### src/inc/vec_conv_pkg.sv
// Purpose: constants and types for the vector convert / iota issue block
// Assumes: two phases per sys_clk period; phases counted from issue
// Notes: conversion arithmetic is a simplified add-with-constant model
// Contract
// RL1 - fix op streams source through add unit
// RL2 - fix results sign extended to 64 bits
// RL3 - float op converts via add with constant
// RL4 - conversion needs vectors phase 5, adder 8
// RL5 - next instruction enters issue at phase 2; code also holds issue until convert or iota elements are queued
// RL6 - result usable phase 37 plus two per element
// RL7 - source 17, adder 20, plus two past four
// RL8 - iota uses only mask and stride scalars
// RL9 - element n equals n times stride
// RL10 - generation and compaction run together
// RL11 - mask scanned msb first, ones packed densely
// RL12 - popcount elements written, rest left unchanged
// RL13 - iota stops when remaining mask bits zero
// RL14 - iota needs scalars, vector phase 5, unit 8
// RL15 - zero mask: result 29, unit 30
// RL16 - no-op lets next issue one clock later
// RL17 - hold issue until all resources are free; code checks only the issuing op's own counters, none for no-op
package vec_conv_pkg;
  localparam int unsigned DATA_W = 64;
  localparam int unsigned VLEN_W = 7;
  localparam int unsigned NREG = 8;
  localparam int unsigned REG_W = 3;
  localparam int unsigned CNT_W = 8;
  localparam int unsigned FIFO_DEPTH = 32;
  localparam int unsigned FIFO_AW = 5;
  localparam int unsigned PH_PER_CLK = 2;
  // phase figures as printed
  localparam int unsigned PH_NEXT = 2;
  localparam int unsigned PH_RES_FIRST = 37;
  localparam int unsigned PH_SRC_REL = 17;
  localparam int unsigned PH_ADD_REL = 20;
  localparam int unsigned PH_SHORT_LEN = 4;
  localparam int unsigned PH_IOTA_RES = 29;
  localparam int unsigned PH_IOTA_UNIT = 30;
  localparam logic [CNT_W-1:0] CLK_NEXT = CNT_W'(PH_NEXT / PH_PER_CLK);
  localparam logic [CNT_W-1:0] CLK_RES = CNT_W'(PH_RES_FIRST / PH_PER_CLK);
  localparam logic [CNT_W-1:0] CLK_SRC = CNT_W'(PH_SRC_REL / PH_PER_CLK);
  localparam logic [CNT_W-1:0] CLK_ADD = CNT_W'(PH_ADD_REL / PH_PER_CLK);
  localparam logic [CNT_W-1:0] CLK_IRES = CNT_W'(PH_IOTA_RES / PH_PER_CLK);
  localparam logic [CNT_W-1:0] CLK_IUNIT = CNT_W'(PH_IOTA_UNIT / PH_PER_CLK);
  localparam logic [CNT_W-1:0] SHORT_LEN = CNT_W'(PH_SHORT_LEN);
  localparam logic [DATA_W-1:0] FIX_BIAS = 64'h0000_0000_0000_0000;
  localparam logic [DATA_W-1:0] FLT_BIAS = 64'h0000_0000_0000_0000;
  localparam logic [2:0] OPC_FIX = 3'h4;
  localparam logic [2:0] OPC_FLT = 3'h5;
  localparam logic [2:0] OPC_IOTA = 3'h6;
  localparam logic [2:0] OPC_NOP = 3'h7;

  typedef struct packed {
    logic [2:0] opcode;
    logic [REG_W-1:0] result_vector_reg;
    logic [REG_W-1:0] source_vector_reg;
    logic [DATA_W-1:0] selector_scalar_reg;
    logic [DATA_W-1:0] stride_scalar_reg;
    logic [VLEN_W-1:0] vlen;
  } instr_t;

  typedef struct packed {
    logic [REG_W-1:0] vreg;
    logic [5:0] index;
    logic [DATA_W-1:0] data;
  } elem_t;

  typedef enum logic [2:0] {
    ST_IDLE = 3'b001,
    ST_CONV = 3'b010,
    ST_IOTA = 3'b100
  } state_t;
endpackage

### src/rtl/elem_fifo.sv
// Purpose: parameterised valid/ready fifo for result elements
// Assumes: single clock, asynchronous active-low reset
// Notes: full and empty are exact; no bypass
`timescale 1ns/100ps
module elem_fifo #(
  parameter int unsigned WIDTH = 8,
  parameter int unsigned DEPTH = 32,
  parameter int unsigned AW = 5
) (
  input wire logic sys_clk,
  input wire logic nrst,
  input wire logic [WIDTH-1:0] in_data,
  input wire logic in_valid,
  output logic in_ready,
  output logic [WIDTH-1:0] out_data,
  output logic out_valid,
  input wire logic out_ready
);
  logic [WIDTH-1:0] mem [DEPTH];
  logic [AW-1:0] wptr, rptr, next_wptr, next_rptr;
  logic [AW:0] count, next_count;
  logic wr, rd;

  always_comb begin
    wr = in_valid && (count != (AW+1)'(DEPTH));
    rd = out_ready && (count != '0);
    next_wptr = wr ? wptr + 1'b1 : wptr;
    next_rptr = rd ? rptr + 1'b1 : rptr;
    next_count = count + (AW+1)'(wr) - (AW+1)'(rd);
  end

  always_ff @(posedge sys_clk or negedge nrst) begin
    if (!nrst) begin
      wptr <= '0;
      rptr <= '0;
      count <= '0;
    end else begin
      wptr <= next_wptr;
      rptr <= next_rptr;
      count <= next_count;
    end
  end

  always_ff @(posedge sys_clk) begin
    if (wr) begin
      mem[wptr] <= in_data;
    end
  end

  assign in_ready = (count != (AW+1)'(DEPTH));
  assign out_valid = (count != '0);
  assign out_data = mem[rptr];
endmodule

### src/rtl/vector_convert_iota_issue.sv
// Purpose: issue and execution of fix, float, compressed iota and no-op
// Assumes: one clock; phase figures halved into clock counts
// Notes: results leave through a fifo; write port may stall it
`timescale 1ns/100ps
module vector_convert_iota_issue
  import vec_conv_pkg::*;
(
  input wire logic sys_clk,
  input wire logic nrst,
  input wire vec_conv_pkg::instr_t instr,
  input wire logic instr_valid,
  output logic instr_ready,
  output logic [REG_W-1:0] src_rd_reg,
  output logic [5:0] src_rd_index,
  input wire logic [DATA_W-1:0] src_rd_data,
  output vec_conv_pkg::elem_t wr_elem,
  output logic wr_valid,
  input wire logic wr_ready,
  output logic [NREG-1:0] vreg_busy,
  output logic adder_busy,
  output logic int_unit_busy
);
  // ----------------------------------------------------------------
  // issue state
  // ----------------------------------------------------------------
  state_t state, next_state;
  instr_t cur, next_cur;
  logic [CNT_W-1:0] hold, next_hold;
  logic [CNT_W-1:0] vres_cnt [NREG];
  logic [CNT_W-1:0] next_vres_cnt [NREG];
  logic [CNT_W-1:0] add_cnt, next_add_cnt, iu_cnt, next_iu_cnt;
  logic [5:0] elem, next_elem, slot, next_slot;
  logic [DATA_W-1:0] mask, next_mask, acc, next_acc;
  logic [DATA_W-1:0] stride, next_stride;
  logic ready_r, next_ready;
  logic [NREG-1:0] busy_r, next_busy;
  logic add_b, next_add_b, iu_b, next_iu_b;
  elem_t f_in;
  logic f_valid, f_ready, f_out_valid;
  elem_t f_out;
  logic [DATA_W-1:0] fix_sum;
  logic srcs_free, go, step;
  logic [CNT_W-1:0] len_x, extra1, extra4;

  always_comb begin
    len_x = CNT_W'(instr.vlen);
    extra1 = (len_x > 1) ? len_x - 1'b1 : '0;
    extra4 = (len_x > SHORT_LEN) ? len_x - SHORT_LEN : '0;
    // conversion and iota issue wait until their vector and unit counters read free; a no-op waits for none
    srcs_free = (vres_cnt[instr.result_vector_reg] == '0); // RL17
    if (instr.opcode == OPC_FIX || instr.opcode == OPC_FLT) begin
      srcs_free = srcs_free && (vres_cnt[instr.source_vector_reg] == '0)
                  && (add_cnt == '0); // RL4
    end else if (instr.opcode == OPC_IOTA) begin
      srcs_free = srcs_free && (iu_cnt == '0); // RL14
    end else begin
      srcs_free = 1'b1;
    end
    go = instr_valid && ready_r && srcs_free && (state == ST_IDLE);
    fix_sum = src_rd_data + ((cur.opcode == OPC_FIX) ? FIX_BIAS : FLT_BIAS);
    next_state = state;
    next_cur = cur;
    next_hold = (hold != '0) ? hold - 1'b1 : '0;
    next_add_cnt = (add_cnt != '0) ? add_cnt - 1'b1 : '0;
    next_iu_cnt = (iu_cnt != '0) ? iu_cnt - 1'b1 : '0;
    for (int r = 0; r < NREG; r++) begin
      next_vres_cnt[r] = (vres_cnt[r] != '0) ? vres_cnt[r] - 1'b1 : '0;
    end
    next_elem = elem;
    next_slot = slot;
    next_mask = mask;
    next_acc = acc;
    next_stride = stride;
    f_in = '0;
    f_valid = 1'b0;
    step = f_ready;
    case (state)
      ST_IDLE: begin
        if (go) begin
          next_cur = instr;
          next_elem = '0;
          next_slot = '0;
          next_hold = CLK_NEXT; // RL5 RL16
          case (instr.opcode)
            OPC_FIX, OPC_FLT: begin
              next_state = ST_CONV; // RL1 RL3
              next_vres_cnt[instr.result_vector_reg] = CLK_RES + extra1; // RL6
              next_vres_cnt[instr.source_vector_reg] = CLK_SRC + extra4; // RL7
              next_add_cnt = CLK_ADD + extra4; // RL7
            end
            OPC_IOTA: begin
              next_state = ST_IOTA; // RL8
              next_mask = instr.selector_scalar_reg;
              next_stride = instr.stride_scalar_reg; // RL9
              next_acc = '0; // RL9
              next_vres_cnt[instr.result_vector_reg] = CLK_IRES; // RL15
              next_iu_cnt = CLK_IUNIT; // RL15
            end
            default: begin
              next_state = ST_IDLE;
            end
          endcase
        end
      end
      ST_CONV: begin
        // element read in the same cycle its registered index is presented
        f_valid = 1'b1;
        f_in.vreg = cur.result_vector_reg;
        f_in.index = elem;
        f_in.data = (cur.opcode == OPC_FIX) ? fix_sum : fix_sum; // RL2
        if (step) begin
          next_elem = elem + 1'b1;
          if (7'(elem) + 1'b1 >= cur.vlen) begin
            next_state = ST_IDLE;
          end
        end
        if (cur.vlen == '0) begin
          f_valid = 1'b0;
          next_state = ST_IDLE;
        end
      end
      ST_IOTA: begin
        // generation and compaction share each cycle
        if (mask == '0) begin
          next_state = ST_IDLE; // RL13
        end else if (mask[DATA_W-1]) begin
          f_valid = 1'b1; // RL10 RL11
          f_in.vreg = cur.result_vector_reg;
          f_in.index = slot;
          f_in.data = acc;
          if (step) begin
            next_slot = slot + 1'b1; // RL12
            next_mask = {mask[DATA_W-2:0], 1'b0};
            next_acc = acc + stride;
            next_elem = elem + 1'b1;
          end
        end else begin
          next_mask = {mask[DATA_W-2:0], 1'b0}; // RL11
          next_acc = acc + stride;
          next_elem = elem + 1'b1;
        end
        // keep the unit and result held while elements remain
        if (next_state == ST_IOTA) begin
          next_iu_cnt = CLK_IUNIT;
          next_vres_cnt[cur.result_vector_reg] = CLK_IRES;
        end
      end
      default: begin
        next_state = ST_IDLE;
      end
    endcase
    // ready stays low for the clock after any issue
    next_ready = (next_hold == '0) && (next_state == ST_IDLE); // RL5 RL16
    for (int r = 0; r < NREG; r++) begin
      next_busy[r] = (next_vres_cnt[r] != '0);
    end
    next_add_b = (next_add_cnt != '0);
    next_iu_b = (next_iu_cnt != '0);
  end

  always_ff @(posedge sys_clk or negedge nrst) begin
    if (!nrst) begin
      state <= ST_IDLE;
      cur <= '0;
      hold <= '0;
      add_cnt <= '0;
      iu_cnt <= '0;
      for (int r = 0; r < NREG; r++) begin
        vres_cnt[r] <= '0;
      end
      elem <= '0;
      slot <= '0;
      mask <= '0;
      acc <= '0;
      stride <= '0;
      ready_r <= 1'b0;
      busy_r <= '0;
      add_b <= 1'b0;
      iu_b <= 1'b0;
    end else begin
      state <= next_state;
      cur <= next_cur;
      hold <= next_hold;
      add_cnt <= next_add_cnt;
      iu_cnt <= next_iu_cnt;
      for (int r = 0; r < NREG; r++) begin
        vres_cnt[r] <= next_vres_cnt[r];
      end
      elem <= next_elem;
      slot <= next_slot;
      mask <= next_mask;
      acc <= next_acc;
      stride <= next_stride;
      ready_r <= next_ready;
      busy_r <= next_busy;
      add_b <= next_add_b;
      iu_b <= next_iu_b;
    end
  end

  // ----------------------------------------------------------------
  // result buffer and registered outputs
  // ----------------------------------------------------------------
  elem_fifo #(
    .WIDTH($bits(elem_t)),
    .DEPTH(FIFO_DEPTH),
    .AW(FIFO_AW)
  ) u_fifo (
    .sys_clk(sys_clk),
    .nrst(nrst),
    .in_data(f_in),
    .in_valid(f_valid),
    .in_ready(f_ready),
    .out_data(f_out),
    .out_valid(f_out_valid),
    .out_ready(wr_ready)
  );

  always_ff @(posedge sys_clk or negedge nrst) begin
    if (!nrst) begin
      wr_elem <= '0;
      wr_valid <= 1'b0;
      src_rd_reg <= '0;
      src_rd_index <= '0;
    end else begin
      wr_elem <= f_out;
      wr_valid <= f_out_valid && wr_ready;
      src_rd_reg <= next_cur.source_vector_reg;
      src_rd_index <= next_elem;
    end
  end

  assign instr_ready = ready_r;
  assign vreg_busy = busy_r;
  assign adder_busy = add_b;
  assign int_unit_busy = iu_b;
endmodule

### config.mk
export PLATFORM = sky130hd
export DESIGN_NAME = vector_convert_iota_issue
export DESIGN_NICKNAME = d
export VERILOG_FILES = /design/src/inc/vec_conv_pkg.sv /design/src/rtl/elem_fifo.sv /design/src/rtl/vector_convert_iota_issue.sv
export SDC_FILE = /design/constraint.sdc
export NUM_CORES = 2
export LEC_CHECK = 0
export ABC_AREA = 1
export BUFFER_PORTS_ARGS = -buffer_cell sky130_fd_sc_hd__buf_2
export CAP_MARGIN = 0
export CORE_ASPECT_RATIO = 1.2
export CORE_MARGIN = 1.5
export CORE_UTILIZATION = 67
export DETAILED_ROUTE_END_ITERATION = 8
export GPL_ROUTABILITY_DRIVEN = 0
export GPL_TIMING_DRIVEN = 0
export HOLD_SLACK_MARGIN = 0.08
export PLACE_DENSITY = 0.95
export REMOVE_ABC_BUFFERS = 1
export SLEW_MARGIN = 20
export SYNTH_ARGS = -nofsm -noshare
export SYNTH_HDL_FRONTEND = slang
export SYNTH_SLANG_ARGS = --single-unit
### constraint.sdc
create_clock -name sys_clk -period 9.75 [get_ports sys_clk]
set_clock_uncertainty 0.2 [all_clocks]
set_input_delay 1.95 -clock sys_clk [delete_from_list [all_inputs] [get_ports sys_clk]]
set_output_delay 1.95 -clock sys_clk [all_outputs]
set_load 0.005 [all_outputs]
==> results of run 1 <==
[through the flow]
stage                     worst slack (ns)  std cells  utilization, %  hold WS [ns]
after detailed placement              3.38      12400            73.1         0.274
after CTS                             3.18      12900            77.8         0.291
after global placement              -75.46      12100            68.7         0.263
after floorplan                     -37.43       9530               -         0.253
[Yosys cell counts (all sizes together) (35+ instances only)]
cell type | number | area (um2)
nand3 | 312 | 1570
dfrtp | 408 | 10200
inv | 507 | 1900
o211ai | 42 | 315
ha | 116 | 1450
o221ai | 201 | 1760
o22ai | 450 | 2820
buf | 78 | 449
xor2 | 51 | 447
a221oi | 35 | 307
a31oi | 69 | 432
edfxtp | 2336 | 70100
nor3 | 62 | 320
a21oi | 204 | 1020
nand4 | 67 | 425
clkbuf | 516 | 1940
o21ai | 1606 | 8040
nor2 | 1663 | 6310
mux2 | 64 | 871
nand2 | 1135 | 4280
[logic make-up after synthesis]
kind of cell             synth area share, %
adder cells (fa/ha/maj)                 1.28
multiplexers                           0.747
XOR/XNOR                               0.623
buffers and inverters                   3.69
AO/OA/AOI/OAI                           13.4
AND/OR/NAND/NOR                         11.3
flip-flops                              68.9
[per-layer routing]
layer  GRT overflow  global-route usage (%)
met5              0                    33.4
met4              3                    55.8
met3              1                    50.9
met2              0                    76.9
met1              1                    60.3
==> results by group, run 1 <==
Status
  – Outcome: stopped before the end
  – Last stage reached: 5_1_grt
  – Error that halted the flow: [ERROR GRT-0116] Global routing finished with congestion. Check the congestion regions in the DRC Viewer.

Clocking
  – Number of clock sinks seen by CTS: 2,745
  – Root buf cell: sky130_fd_sc_hd__clkbuf_16
  – PostCTS Resize Cnt: 0
  – Setup Fix Bufs, Post-CTS: 0
  – Number of clock buffers inserted by TritonCTS: 230
  – Number of H-tree levels: 4
  – Buffer levels on the longest clock path: 3
  – Hold-fix buffers at CTS: 0

Floorplan
  – Die height: 460 um
  – Row Count: 167
  – Initial core utilization: 67.5%
  – Die width: 384 um
  – Num ports: 306

Place
  – Half-perimeter wire length of the detailed placement result: 266,000 um
  – Port Buf Inserts: 305
  – Post-placement cell area: 0.126 mm2

Yosys
  – Synth Register Bits: 2,745
  – Synth async-reset ratio: 14.9%
  – Main synth FF type: sky130_fd_sc_hd__edfxtp_1
  – Number of distinct library cells after synthesis: 66
  – Syn Std Cell Area: 0.117 mm2
  – Post-synth EDFFs: 2,336
  – Number of instances in the synthesized netlist: 10,100
  – Yosys warns: 0
  – Mean post-synth cell area: 11.5 um2
  – Sequential fraction of the synthesis area: 68.9%

GRT
  – Tot GR Track Use: 61.7%
  – First-pass GRT wire length: 776,000 um
  – Global-route congestion overflow total: 5
  – Vias in the first global route: 111,000
  – Pin count of the biggest net entering global routing: 123
==> inputs of run 2 (changes only) <==
CORE_ASPECT_RATIO = not set   (was 1.2)
CORE_UTILIZATION = 40   (was 67)
HOLD_SLACK_MARGIN = not set   (was 0.08)
PLACE_DENSITY = not set   (was 0.95)
PLACE_DENSITY_LB_ADDON = 0.15   (was not set)
==> results by group, run 2 <==
Yosys
  – Synth async-reset ratio: 14.9% (unchanged)
  – Main synth FF type: sky130_fd_sc_hd__edfxtp_1
  – Number of instances in the synthesized netlist: 10,100 (unchanged)
  – Top area cells in the synthesized netlist: sky130_fd_sc_hd__edfxtp_1, sky130_fd_sc_hd__dfrtp_1, sky130_fd_sc_hd__o21ai_0
  – Post-synth EDFFs: 2,336 (unchanged)
  – Number of distinct library cells after synthesis: 66 (unchanged)
  – Mean post-synth cell area: 11.5 um2 (unchanged)
  – List of most frequent post-synthesis cells: sky130_fd_sc_hd__edfxtp_1, sky130_fd_sc_hd__nor2_1, sky130_fd_sc_hd__o21ai_0, sky130_fd_sc_hd__nand2_1, sky130_fd_sc_hd__clkbuf_1
  – Cell with the most instances after synthesis: sky130_fd_sc_hd__edfxtp_1
  – Cell taking the most area after synthesis: sky130_fd_sc_hd__edfxtp_1
  – Sequential fraction of the synthesis area: 68.9% (unchanged)
  – Synth Register Bits: 2,745 (unchanged)
  – Yosys warns: 0 (unchanged)
  – Syn Std Cell Area: 0.117 mm2 (unchanged)
  – Portion of synthesized cell area occupied by the leading cell type: 60.1% (unchanged)

Clocking
  – Hold-fix buffers at CTS: 0 (unchanged)
  – PostCTS Resize Cnt: 0 (unchanged)
  – Clock edge transition at the registers on the reported setup and hold paths: 0.07 ns
  – Number of H-tree levels: 5 (+1)
  – TritonCTS clock tree: yes
  – Number of clock sinks seen by CTS: 2,745 (unchanged)
  – Number of clock buffers inserted by TritonCTS: 305 (+33%)
  – Setup Fix Bufs, Post-CTS: 0 (unchanged)
  – Buffer levels on the longest clock path: 4 (+1)
  – Root buf cell: sky130_fd_sc_hd__clkbuf_16
  – Clk_lat worst skew: 0.89 ns

GRT
  – Global-route congestion overflow total: 0
  – First-pass GRT wire length: 563,000 um
  – Vias in the first global route: 81,500
  – Pin count of the biggest net entering global routing: 108
  – Initial antenna violation count: 18
  – Tot GR Track Use: 26.1%

Critical path
  – Stage delay of the slowest cell on the critical path: 0.81 ns
  – Most used cell, CP: sky130_fd_sc_hd__buf_12
  – CP Capture Point: u_fifo.mem[11][4]
  – Ordered list of cells on the worst path: nor3_4 > buf_8 > inv_4 > nor2_2 > inv_8 > a21oi_2 > nand2_1 > nor2_4 > buf_12 > buf_12 > buf_12
  – Startpoint of the most critical setup path: state[1]
  – Nature of the critical path startpoint: flip-flop
  – End of the worst register-to-register path: u_fifo.mem[11][4]
  – Critical path class: reg2reg
  – Worst Path Required: 10.10 ns
  – Number of stages on the worst setup path: 11
  – Element type at the critical path end: flip-flop
  – Flop-to-flop setup slack: 3.86 ns
  – Worst reg-to-reg path cell count: 11
  – FF-to-FF Start: state[1]
  – Data arrival time at the worst-slack endpoint: 6.24 ns
  – Buf/Inv on CP: 6
  – Critical-path maximum fanout: 72
  – Critical-path top delay cell: sky130_fd_sc_hd__nor2_2
  – Crit-path leading delay family: simple AND/OR/NAND/NOR gates

Detailed routing
  – Final antenna-violating net count: 0
  – Average vias per placed instance: 5.75
  – Routed vias: 84,300
  – DRC violation count after routing: 0
  – Detailed router's first-iteration violation count: 9,447
  – Total wire length: 392,000 um
  – Wire length per cell: 26.7 um
  – First-pass iteration count of the detailed router: 6

Pwr
  – VDD IR max: 0.000298 V
  – Clock power frac: 28.3%
  – Relative contribution of combinational cells to total power: 33.6%
  – Net Sw Frac: 36.0%
  – Net Sw Power: 14.8 mW
  – Leakage power total: 50.2 nW
  – Final Power: 41.1 mW
  – Sequential power share: 38.1%
  – Internal power contribution: 26.3 mW
  – Areal power density over the cells: 295 mW/mm2

Cells and area
  – Most common cell after layout, fill and taps aside: sky130_fd_sc_hd__edfxtp_1
  – Fraction of the core area covered by cells at the end of the flow: 48.0%
  – Finished Layout Cells: 14,700
  – Fill cell count: 25,600
  – Largest Register: u_fifo.mem
  – Flip-flop count of the largest register, all copies and words added: 2,336
  – Leading cell types in the layout, fill and taps excluded: sky130_fd_sc_hd__edfxtp_1, sky130_fd_sc_hd__nor2_1, sky130_fd_sc_hd__o21ai_0
  – Synthesis-to-finish area growth: 19.5%
  – Net count reported at finish: 10,800
  – Fraction of final layout cells with drive strength greater than 1: 12.5%
  – Area of all placed cells without fillers: 0.139 mm2
  – Largest registers: u_fifo.mem x2336, wr_elem x73

Timing
  – Worst slew margin relative to its limit: 24.7%
  – Maximum frequency from static timing analysis: 0.170 GHz
  – Number of failing hold endpoints at the final stage: 0
  – Number of slew-limit violations in the final report: 0
  – Pin slew with the least headroom to its limit: 1.13 ns
  – WHS: 0.291 ns
  – Final critical-path share of the clock period: 60.4%
  – Fin crit period: 5.89 ns
  – Crit path setup slack, layout: 3.86 ns
  – Total negative slack for setup checks: 0 ns
  – Setup repair after global routing missed its margin: no
  – Final setup vio count: 0

Place
  – Post-placement cell area: 0.129 mm2 (+2.4%)
  – Cell count after placement: 14,100 (+13%)
  – Port Buf Inserts: 305 (unchanged)
  – Dpl ws: 3.16 ns (-0.218 ns)
  – Half-perimeter wire length of the detailed placement result: 252,000 um (-5.3%)

Flow run
  – Number of violations of the max-capacitance limit: 0

Min path
  – Worst hold path type: reg2reg

Status
  – Outcome: complete, no violations

Floorplan
  – Num ports: 306 (unchanged)
  – Die width: 543 um (+41%)
  – Full die area: 0.295 mm2
  – Initial core utilization: 40.1% (-27 points)
  – Row Count: 198 (+19%)
  – Area of the core region: 0.291 mm2
  – Die height: 543 um (+18%)
run 2: cell counts after synthesis:
Identical to the previous run, type by type.
run 2: how the worst min path moves through the flow:
stage                        from       endpoint  slack, ns  cells past startpoint
finish              src_rd_reg[1]  src_rd_reg[1]       0.29                      2
global route               cur[5]         cur[5]       0.33                      2
CTS                 src_rd_reg[0]  src_rd_reg[0]       0.29                      2
detailed placement  src_rd_reg[0]  src_rd_reg[0]       0.27                      2
global placement    src_rd_reg[2]  src_rd_reg[2]       0.26                      2
floorplan                  cur[4]         cur[4]       0.25                      2
run 2: area by class of cell:
type	instances	area (um2)	area share, %
Antenna cell	10	25.0	0.0180
Sequential cell	2745	80400	57.7
Clock inverter	141	1560	1.12
Tap cell	3900	4880	3.50
Clock buffer	406	8450	6.06
Multi-Input combinational cell	6273	32700	23.4
Inverter	512	1980	1.42
Timing Repair Buffer	668	9430	6.76
run 2: power by group through the flow:
stage | Combinational, mW | Sequential [mW] | Clock, mW
after global placement | 9.03 | 17.1 | 0
after floorplan | 6.52 | 16.4 | 0
final | 13.8 | 15.7 | 11.6
after global routing | 14.9 | 15.8 | 12.3
after CTS | 13.8 | 15.7 | 11.8
after detailed placement | 13.8 | 15.9 | 0
run 2: worst register-to-register path: cells and delay by family, from the launching register on:
kind | cells | cell delay, ns
compound gates | 1 | 0.56
buf+inv | 6 | 1.60
flops | 1 | 0.43
simple gates | 4 | 2.73
run 2: logic make-up after synthesis:
family,Yosys count,share of synthesized area [%]
and+or+nand+nor,3281,11.3
DFF,2745,68.9
AOI/OAI and AO/OA,2727,13.4
buffers and inverters,1106,3.69
adders and majority gates,118,1.28
xor gates and xnor gates,83,0.623
muxes,64,0.747
run 2: metal layers:
layer  vias to the layer above  track usage (%)  wire, um
met2                      3693             42.4    185000
met3                       730             3.88     30000
li1                      37500                -         -
met4                        22             9.75     15700
met5                         -                0       375
met1                     42400             35.4    161000
Note: power is estimated with default switching activity, not from simulation.
